$ cat config.mk
export PLATFORM = sky130hd
export DESIGN_NAME = rmc_recorder_ctrl
export DESIGN_NICKNAME = d
export VERILOG_FILES = /design/src/hw/rmc_pkg.sv /design/src/hw/rmc_recorder_ctrl.sv
export VERILOG_INCLUDE_DIRS = /design/src /design/src/hw
export SDC_FILE = /design/constraint.sdc
export NUM_CORES = 1
export LEC_CHECK = 0
export BUFFER_PORTS_ARGS = -buffer_cell sky130_fd_sc_hd__buf_2
export CAP_MARGIN = 0
export CELL_PAD_IN_SITES_DETAIL_PLACEMENT = 0
export CELL_PAD_IN_SITES_GLOBAL_PLACEMENT = 1
export CORE_ASPECT_RATIO = 1.25
export CORE_MARGIN = 3
export CORE_UTILIZATION = 35
export CTS_CLUSTER_DIAMETER = 30
export DETAILED_ROUTE_END_ITERATION = 6
export PLACE_DENSITY_LB_ADDON = 0.1
export SLEW_MARGIN = 20
export SYNTH_ARGS = -nofsm -noshare
export SYNTH_HDL_FRONTEND = slang
export SYNTH_SLANG_ARGS = --single-unit
$ cat constraint.sdc
create_clock -name pclk -period 5.4 [get_ports pclk]
set_clock_uncertainty 0.05 [all_clocks]
set_input_delay 0.54 -clock pclk [delete_from_list [all_inputs] [get_ports pclk]]
set_output_delay 0.54 -clock pclk [all_outputs]
set_load 0.02 [all_outputs]
$ cat src/hw/rmc_cfg.svh
`ifndef RMC_CFG_SVH
`define RMC_CFG_SVH
`define RMC_ADDR_W    8
`define RMC_A_CTRL    8'h00
`define RMC_A_STAT    8'h04
`define RMC_A_ISTAT   8'h08
`define RMC_A_IMASK   8'h0c
`define RMC_A_NAMELO  8'h10
`define RMC_A_NAMEHI  8'h14
`define RMC_B_APPEND  0
`define RMC_B_OVWR    1
`define RMC_B_LOCK    2
`define RMC_INT_W     5
`define RMC_I_START   0
`define RMC_I_STOP    1
`define RMC_I_FAIL    2
`define RMC_I_FULL    3
`define RMC_I_OVRUN   4
`define RMC_NAMELO_RST 32'h2d524453
`define RMC_NAMEHI_RST 32'h30303030
`define RMC_CLK_MHZ   250
`define RMC_HOLD_S    5
`define RMC_DEB_MS    10
`define RMC_SETTLE    32'h00000003
`endif

$ cat src/hw/rmc_pkg.sv
`include "rmc_cfg.svh"
package rmc_pkg;
  typedef enum logic [6:0] {
    ST_BOOT  = 7'h01,
    ST_HOLD  = 7'h02,
    ST_STOP  = 7'h04,
    ST_OPEN  = 7'h08,
    ST_REC   = 7'h10,
    ST_CLOSE = 7'h20,
    ST_DEL   = 7'h40
  } rmc_state_t;

  typedef enum logic [1:0] {
    OP_OPEN  = 2'h0,
    OP_WRITE = 2'h1,
    OP_CLOSE = 2'h2,
    OP_DEL   = 2'h3
  } rmc_op_t;

  typedef struct packed {
    rmc_state_t            state;
    logic [2:0]            bsync;
    logic [2:0]            msync;
    logic                  btn_db;
    logic [31:0]           deb_cnt;
    logic [31:0]           hold_cnt;
    logic                  append;
    logic                  ovwr;
    logic                  locked;
    logic                  factory;
    logic                  resume;
    logic [63:0]           name;
    logic                  pend;
    logic [7:0]            pend_byte;
    logic [`RMC_INT_W-1:0] int_stat;
    logic [`RMC_INT_W-1:0] int_mask;
    logic                  pready;
    logic                  pslverr;
    logic [31:0]           prdata;
    logic                  rec_led;
    logic                  data_led;
    logic                  flash_led;
    logic                  irq;
    logic                  sto_req;
    rmc_op_t               sto_op;
    logic [7:0]            sto_byte;
    logic                  nv_rec;
  } rmc_regs_t;
endpackage

$ cat src/hw/rmc_recorder_ctrl.sv
`timescale 1ns/1ps
`include "rmc_cfg.svh"
module rmc_recorder_ctrl #(
  parameter logic [31:0] HOLD_CYC =
    32'(`RMC_HOLD_S * `RMC_CLK_MHZ * 1000000),
  parameter logic [31:0] DEB_CYC  =
    32'(`RMC_DEB_MS * `RMC_CLK_MHZ * 1000)
) (
  input  wire logic                   pclk,        // bus clock
  input  wire logic                   presetn,     // async reset
  input  wire logic                   psel,        // apb select
  input  wire logic                   penable,     // apb enable
  input  wire logic                   pwrite,      // apb direction
  input  wire logic [`RMC_ADDR_W-1:0] paddr,       // apb address
  input  wire logic [31:0]            pwdata,      // apb write data
  output logic      [31:0]            prdata,      // apb read data
  output logic                        pready,      // apb ready
  output logic                        pslverr,     // apb error
  output logic                        irq,         // interrupt level
  input  wire logic                   btn_pin,     // record button
  input  wire logic                   med_present, // medium inserted
  input  wire logic                   nv_rec_in,   // saved record flag
  output logic                        nv_rec,      // record flag to save
  input  wire logic                   rx_valid,    // byte received
  input  wire logic                   rx_err,      // misframed char
  input  wire logic [7:0]             rx_data,     // received byte
  output logic                        sto_req,     // storage request
  output logic      [1:0]             sto_op,      // storage operation
  output logic      [7:0]             sto_byte,    // byte to append
  input  wire logic                   sto_done,    // request finished
  input  wire logic                   sto_ok,      // finished well
  input  wire logic                   sto_full,    // partition full
  output logic                        rec_led,     // record indicator
  output logic                        data_led,    // data indicator
  output logic                        flash_led    // restore pattern
);
  localparam rmc_pkg::rmc_regs_t RST = '{
    state:    rmc_pkg::ST_BOOT,
    sto_op:   rmc_pkg::OP_OPEN,
    name:     {`RMC_NAMEHI_RST, `RMC_NAMELO_RST},
    default:  '0
  };

  rmc_pkg::rmc_regs_t    r;
  rmc_pkg::rmc_regs_t    n;
  logic                  press;
  logic                  done;
  logic                  wr;
  logic [`RMC_INT_W-1:0] ev;
  logic [`RMC_INT_W-1:0] clr;

  function automatic logic f_mapped(input logic [`RMC_ADDR_W-1:0] a);
    f_mapped = (a == `RMC_A_CTRL) || (a == `RMC_A_STAT) ||
               (a == `RMC_A_ISTAT) || (a == `RMC_A_IMASK) ||
               (a == `RMC_A_NAMELO) || (a == `RMC_A_NAMEHI);
  endfunction

  // char 0 leftmost in bits 7:0, char 7 rightmost in bits 63:56
  function automatic logic [63:0] f_next_name(input logic [63:0] nm);
    logic [63:0] o;
    logic        pad;
    logic        cy;
    logic [7:0]  c;
    o = nm;
    pad = 1'b0;
    cy = 1'b1;
    for (int i = 0; i < 8; i++) begin
      if (o[8*i +: 8] == 8'h00) begin
        pad = 1'b1;
      end
      if (pad) begin
        o[8*i +: 8] = 8'h30;
      end
    end
    for (int i = 7; i >= 0; i--) begin
      c = o[8*i +: 8];
      if (cy) begin
        if (c == 8'h39) begin
          o[8*i +: 8] = 8'h41;
          cy = 1'b0;
        end else if (c == 8'h5a) begin
          o[8*i +: 8] = 8'h30;
        end else begin
          o[8*i +: 8] = c + 8'h01;
          cy = 1'b0;
        end
      end
    end
    f_next_name = o;
  endfunction

  always_comb begin
    n = r;
    ev = '0;
    clr = '0;
    press = 1'b0;
    done = r.sto_req & sto_done;
    wr = psel & penable & r.pready & pwrite;
    n.bsync = {r.bsync[1:0], btn_pin};
    n.msync = {r.msync[1:0], med_present};
    n.data_led = rx_valid | rx_err;
    if (done) begin
      n.sto_req = 1'b0;
    end
    // debounce: level must agree and hold before it counts
    n.deb_cnt = 32'h0;
    if (r.bsync[2] == r.bsync[1] && r.bsync[2] != r.btn_db) begin
      n.deb_cnt = r.deb_cnt + 32'h1;
      if (r.deb_cnt == DEB_CYC - 32'h1) begin
        n.btn_db = r.bsync[2];
        press = r.bsync[2];
        n.deb_cnt = 32'h0;
      end
    end
    // apb: one wait state, data and ready registered together
    n.pready = psel & penable & ~r.pready;
    n.pslverr = 1'b0;
    n.prdata = 32'h0;
    if (psel & penable & ~r.pready) begin
      n.pslverr = ~f_mapped(paddr);
      case (paddr)
        `RMC_A_CTRL:   n.prdata = {29'h0, r.locked, r.ovwr, r.append};
        `RMC_A_STAT:   n.prdata = {22'h0, r.factory, r.pend, r.nv_rec,
                                   r.state};
        `RMC_A_ISTAT:  n.prdata = {27'h0, r.int_stat};
        `RMC_A_IMASK:  n.prdata = {27'h0, r.int_mask};
        `RMC_A_NAMELO: n.prdata = r.name[31:0];
        `RMC_A_NAMEHI: n.prdata = r.name[63:32];
        default:       n.prdata = 32'h0;
      endcase
    end
    if (wr) begin
      // settings frozen once the loader locks them
      if (paddr == `RMC_A_CTRL && !r.locked) begin
        n.append = pwdata[`RMC_B_APPEND];
        n.ovwr = pwdata[`RMC_B_OVWR];
        n.locked = pwdata[`RMC_B_LOCK];
      end
      if (paddr == `RMC_A_NAMELO && !r.locked) begin
        n.name[31:0] = pwdata;
      end
      if (paddr == `RMC_A_NAMEHI && !r.locked) begin
        n.name[63:32] = pwdata;
      end
      if (paddr == `RMC_A_ISTAT) begin
        clr = pwdata[`RMC_INT_W-1:0];
      end
      if (paddr == `RMC_A_IMASK) begin
        n.int_mask = pwdata[`RMC_INT_W-1:0];
      end
    end
    unique case (r.state)
      rmc_pkg::ST_BOOT: begin
        n.hold_cnt = r.hold_cnt + 32'h1;
        if (r.hold_cnt == `RMC_SETTLE) begin
          n.hold_cnt = 32'h0;
          n.resume = nv_rec_in;
          n.btn_db = r.bsync[2];
          if (!r.msync[2] && !r.msync[1] && r.bsync[2] && r.bsync[1]) begin
            n.state = rmc_pkg::ST_HOLD;
          end else begin
            n.state = rmc_pkg::ST_STOP;
          end
        end
      end
      rmc_pkg::ST_HOLD: begin
        n.hold_cnt = r.hold_cnt + 32'h1;
        if (!r.bsync[2] && !r.bsync[1]) begin
          n.state = rmc_pkg::ST_STOP;
        end else if (r.hold_cnt == HOLD_CYC - 32'h1) begin
          n.append = 1'b0;
          n.ovwr = 1'b0;
          n.name = {`RMC_NAMEHI_RST, `RMC_NAMELO_RST};
          n.factory = 1'b1;
          n.flash_led = 1'b1;
          n.state = rmc_pkg::ST_STOP;
        end
      end
      rmc_pkg::ST_STOP: begin
        if (press || (r.resume && r.locked)) begin
          n.state = rmc_pkg::ST_OPEN;
          n.sto_req = 1'b1;
          n.sto_op = rmc_pkg::OP_OPEN;
          n.resume = 1'b0;
          n.flash_led = 1'b0;
          n.pend = 1'b0;
        end
      end
      rmc_pkg::ST_OPEN: begin
        if (done && sto_ok) begin
          n.state = rmc_pkg::ST_REC;
          n.rec_led = 1'b1;
          n.nv_rec = 1'b1;
          ev[`RMC_I_START] = 1'b1;
        end else if (done) begin
          n.state = rmc_pkg::ST_STOP;
          ev[`RMC_I_FAIL] = 1'b1;
        end
      end
      rmc_pkg::ST_REC: begin
        if (press) begin
          n.state = rmc_pkg::ST_CLOSE;
        end else if (!r.sto_req && sto_full) begin
          ev[`RMC_I_FULL] = 1'b1;
          if (r.ovwr) begin
            n.state = rmc_pkg::ST_DEL;
            n.sto_req = 1'b1;
            n.sto_op = rmc_pkg::OP_DEL;
          end else begin
            n.state = rmc_pkg::ST_CLOSE;
          end
        end else if (!r.sto_req && r.pend) begin
          n.sto_req = 1'b1;
          n.sto_op = rmc_pkg::OP_WRITE;
          n.sto_byte = r.pend_byte;
          n.pend = 1'b0;
        end
      end
      rmc_pkg::ST_DEL: begin
        if (done) begin
          n.state = sto_ok ? rmc_pkg::ST_REC : rmc_pkg::ST_CLOSE;
        end
      end
      rmc_pkg::ST_CLOSE: begin
        // drain the held byte before the close goes out
        if (!r.sto_req) begin
          n.sto_req = 1'b1;
          n.sto_op = r.pend ? rmc_pkg::OP_WRITE : rmc_pkg::OP_CLOSE;
          n.sto_byte = r.pend_byte;
          n.pend = 1'b0;
        end
        if (done && r.sto_op == rmc_pkg::OP_CLOSE) begin
          n.state = rmc_pkg::ST_STOP;
          n.rec_led = 1'b0;
          n.nv_rec = 1'b0;
          ev[`RMC_I_STOP] = 1'b1;
          if (!r.append) begin
            n.name = f_next_name(r.name);
          end
        end
      end
    endcase
    // single holding byte: a second byte before issue is an overrun
    if (rx_valid && r.state == rmc_pkg::ST_REC) begin
      if (n.pend) begin
        ev[`RMC_I_OVRUN] = 1'b1;
      end else begin
        n.pend = 1'b1;
        n.pend_byte = rx_data;
      end
    end
    n.int_stat = (r.int_stat & ~clr) | ev;
    n.irq = |(n.int_stat & n.int_mask);
  end

  always_ff @(posedge pclk or negedge presetn) begin
    if (!presetn) begin
      r <= RST;
    end else begin
      r <= n;
    end
  end

  assign prdata    = r.prdata;
  assign pready    = r.pready;
  assign pslverr   = r.pslverr;
  assign irq       = r.irq;
  assign nv_rec    = r.nv_rec;
  assign sto_req   = r.sto_req;
  assign sto_op    = r.sto_op;
  assign sto_byte  = r.sto_byte;
  assign rec_led   = r.rec_led;
  assign data_led  = r.data_led;
  assign flash_led = r.flash_led;

  property p_lock;
    @(posedge pclk) disable iff (!presetn)
    r.locked && r.state != rmc_pkg::ST_HOLD |=>
      $stable(r.append) && $stable(r.ovwr);
  endproperty
  a_lock: assert property (p_lock) else $error("settings moved");

  property p_open;
    @(posedge pclk) disable iff (!presetn)
    $rose(r.rec_led) |->
      $past(r.state == rmc_pkg::ST_OPEN && done && sto_ok);
  endproperty
  a_open: assert property (p_open) else $error("led before open");

  property p_write;
    @(posedge pclk) disable iff (!presetn)
    r.state == rmc_pkg::ST_REC && !press && !sto_full && r.pend &&
      !r.sto_req |=> r.sto_req && r.sto_op == rmc_pkg::OP_WRITE &&
      r.sto_byte == $past(r.pend_byte);
  endproperty
  a_write: assert property (p_write) else $error("byte not sent");

  property p_data;
    @(posedge pclk) disable iff (!presetn)
    rx_err |=> r.data_led ##1 (r.data_led == $past(rx_valid | rx_err));
  endproperty
  a_data: assert property (p_data) else $error("data led wrong");

  property p_close;
    @(posedge pclk) disable iff (!presetn)
    r.state == rmc_pkg::ST_CLOSE && done &&
      r.sto_op == rmc_pkg::OP_CLOSE |=>
      r.state == rmc_pkg::ST_STOP && !r.rec_led && !r.nv_rec;
  endproperty
  a_close: assert property (p_close) else $error("close not done");

  property p_resume;
    @(posedge pclk) disable iff (!presetn)
    r.state == rmc_pkg::ST_STOP && r.resume && r.locked |=>
      r.state == rmc_pkg::ST_OPEN ##[1:1000] r.state != rmc_pkg::ST_OPEN;
  endproperty
  a_resume: assert property (p_resume) else $error("no resume");

  property p_name;
    @(posedge pclk) disable iff (!presetn)
    r.state == rmc_pkg::ST_CLOSE && done && !r.append &&
      r.sto_op == rmc_pkg::OP_CLOSE |=> r.name != $past(r.name);
  endproperty
  a_name: assert property (p_name) else $error("name reused");

  property p_full;
    @(posedge pclk) disable iff (!presetn)
    r.state == rmc_pkg::ST_REC && !press && !r.sto_req && sto_full |=>
      r.state == (r.ovwr ? rmc_pkg::ST_DEL : rmc_pkg::ST_CLOSE);
  endproperty
  a_full: assert property (p_full) else $error("full missed");

  property p_fail;
    @(posedge pclk) disable iff (!presetn)
    r.state == rmc_pkg::ST_OPEN && done && !sto_ok |=>
      r.state == rmc_pkg::ST_STOP && !r.rec_led;
  endproperty
  a_fail: assert property (p_fail) else $error("bad open");
endmodule

==> results.json <==
{
  "status": "finished, final reports clean",
  "holdWs_ns": 0.07750,
  "antenna_found_initial": 2,
  "dieArea_sq_um": 41770,
  "post_dp_cell_area_sq_um": 14410,
  "grt_usage_pct": 23.62,
  "dr.pass1.iters": 5,
  "rsz0062_at_grt": "false",
  "dp_cells": 2101,
  "grt_pass1_wl_microns": 77940,
  "yosys.area_share.xor_xnor_pct": 2.481,
  "synth_mux_area_share_pct": 5.007,
  "synth_area_sq_um": 13770,
  "switchingPower_mw": 1.206,
  "hpwlAfterDp_microns": 35170,
  "synth_ff_type": "dfrtp_1",
  "num_vias": 12950,
  "ys_types": 76,
  "syn-num-nets": 1707,
  "cts_max_path_buffers": 3,
  "cts.hold.buffers_added": 3,
  "post-cts-setup-buffer-count": 0,
  "vdd_drop_max_mv": 0.2461,
  "switching_share_pct": 21.10,
  "r2r_end": "r[78]",
  "relSlewSlack_pct": 36.98,
  "clkPwrFrac_pct": 68.1,
  "synth_warnings": 0,
  "io_pins": 111,
  "worst_slack_ns": 1.049,
  "async_reset_ff_share_pct": 100.0,
  "drv_slew": 0,
  "synth_edf_count": 0,
  "grt_max_degree": 114,
  "p_seq_share_pct": 28.9,
  "postCtsResizedCells": 0,
  "syn_area_per_cell_sq_um": 8.509,
  "clkTransAtPathRegs_ns": 0.05,
  "finalWirelength_microns": 49780,
  "min_from": "rx_err",
  "cts_tree": "built",
  "worst-r2r-setup-slack_ns": 1.05,
  "rr_worst_depth": 15,
  "final_cells": 2214,
  "crit_path_max_fanout": 11,
  "synth_top_family_by_area": "simple AND/OR/NAND/NOR gates",
  "worstReg2RegStart": "r[69]",
  "synth_seq_cells": 215,
  "viasPerCell": 5.849,
  "synth_seq_area_share_pct": 39.28,
  "drive_gt1_share_pct": 18.13,
  "area_delta_synth_final_pct": 21.05,
  "initial_core_util_pct": 35.73,
  "synth_compound_area_share_pct": 17.01,
  "crit_required_ns": 5.84,
  "tightest_slew_ns": 0.9443,
  "nNetsFinal": 1763,
  "grt_overflow": 0,
  "chipHeight_microns": 227.8,
  "drc": 0,
  "fin_crit_ns": 4.351,
  "coreArea_sq_um": 38540,
  "setup_viol": 0,
  "holdPathEnd": "data_led",
  "num_rows": 80,
  "criticalPathCategory": "flip-flop to flip-flop",
  "die_width_microns": 183.4,
  "comb_power_share_pct": 3.0,
  "io_buffers": 110,
  "p_leak_nw": 7.164,
  "critPathLaunchType": "flip-flop",
  "preCtsSetupSlack_ns": 1.102,
  "numCtsBuffers": 60,
  "cts_root_buf": "clkbuf_16",
  "synth_adder_area_share_pct": 2.545,
  "min_path_type": "primary input to flip-flop",
  "grt_pass1_vias": 13350,
  "end_kind": "flip-flop",
  "ant_nets": 0,
  "drt_iter0_drc": 840,
  "hold_depth": 2,
  "max_cap_viol_count": 0,
  "hold_viol_final": 0,
  "finish.instance_area_sq_um": 16670,
  "fmax_ghz": 0.2298,
  "p_int_mw": 4.510,
  "clkLatencyLatePin_ns": 0.60,
  "cts.htree.levels": 2,
  "clock_sinks": 215,
  "power.density_nw_per_um2": 343.0,
  "crit_arrival_ns": 4.80,
  "wl_per_cell_microns": 22.48,
  "gp_congestion": 0.9133,
  "synthSimpleGateAreaFrac_pct": 27.04,
  "synthCells": 1618,
  "fin_tns_setup_ns": 0,
  "post-route-period-util_pct": 80.57
}
==> metrics by stage <==
stage               util [%]  power (mW)
floorplan                  -       1.744
global placement       37.40       1.845
detailed placement     37.40       1.846
CTS                    43.24       5.796
global route           43.24       5.898
finish                 43.25       5.716
==> worst max path at each step <==
| stage | from | end | slack (ns) | cells after the start |
|---|---|---|---|---|
| after global routing | r[69] | r[84] | 0.70 | 15 |
| after global placement | r[69] | r[84] | 1.21 | 15 |
| final | r[69] | r[78] | 1.05 | 15 |
| after detailed placement | r[69] | r[84] | 1.10 | 15 |
| after CTS | r[69] | r[78] | 1.07 | 15 |
| after floorplan | r[75] | r[69] | 1.61 | 16 |
==> state kept, by name, summed over array words and instances, names as in the netlist <==
signal	flops
r	162
prdata	32
sto_byte	8
n	4
sto_op	2
data_led	1
flash_led	1
irq	1
nv_rec	1
pready	1
pslverr	1
sto_req	1
==> critical path, stage by stage (launching register included) <==
cell and delay, ns:
dfstp_2 0.59, inv_1 0.08, ha_1 0.22, nand3_1 0.26
and3_1 0.24, and4_1 0.40, and2_1 0.23, ha_1 0.16
nand4_1 0.12, nor4_4 0.24, buf_4 0.24, nand4_1 0.22
nor4_4 0.64, and3_1 0.26, a211oi_1 0.05, a211oi_1 0.24
==> metal layers <==
layer,global-route usage (%),part of all wire [%],up-vias
met5,0,0.028,-
met4,11.22,4.4,4
met3,3.728,4.4,128
met2,40.69,50,378
met1,28.68,41,6419
li1,-,-,6020
==> synthesized netlist by cell type, types with 11 or more instances <==
library cell	count	area [sq um]
xor2_1	28	245.2
nand2b_1	14	87.58
buf_2	20	100.1
o21ai_0	109	545.5
clkbuf_1	76	285.3
mux2i_1	43	430.4
and4_1	15	131.4
nand3_1	91	455.4
a31oi_1	24	150.1
dfrtp_1	193	4830
inv_1	37	138.9
and3_1	40	250.2
nor3_1	38	190.2
nand4_1	51	319.1
nand2_1	199	747.0
o211ai_1	16	120.1
a21oi_1	68	340.3
nor2_1	146	548.0
o22ai_1	21	131.4
buf_4	46	345.3
mux2_2	23	259.0
ha_1	28	350.3
nor4_1	25	156.4
and2_1	20	125.1
xnor2_1	11	96.34
o31ai_1	15	112.6
dfstp_2	22	578.1
a22oi_1	32	240.2
==> cells in the final DEF, fill, tap and decap left out, types with 32 or more instances in the layout <==
cell type  instances
and3_1            40
nor3_1            37
mux2i_1           43
nor2_1           143
inv_1             37
o21ai_0          109
nand3_1           91
nand4_1           51
nand2_1          199
clkbuf_16         61
a21oi_1           68
dfrtp_1          193
a22oi_1           32
buf_2            109
==> kinds of logic after synthesis <==
| group | Yosys count |
|---|---|
| simple gates | 718 |
| compound gates | 367 |
| fa+ha+maj | 28 |
| xor+xnor | 39 |
| mux | 66 |
| buf+inv | 185 |
| flops | 215 |
==> cell type report <==
type | count | area (sq um)
Fill cell | 3834 | 21870
Multi-Input combinational cell | 1218 | 7462
Sequential cell | 215 | 5408
Clock buffer | 82 | 1735
Timing Repair Buffer | 142 | 820.8
Tap cell | 492 | 615.6
Clock inverter | 27 | 483.0
Inverter | 37 | 138.9
Antenna cell | 1 | 2.502
==> power groups by stage <==
stage	Combinational, mW	Clock, mW	Sequential [mW]
global placement	0.172	0	1.67
global route	0.191	4.06	1.65
finish	0.171	3.89	1.65
CTS	0.175	3.97	1.65
floorplan	0.0777	0	1.67
detailed placement	0.173	0	1.67
Power figures use the tool's default switching activity.
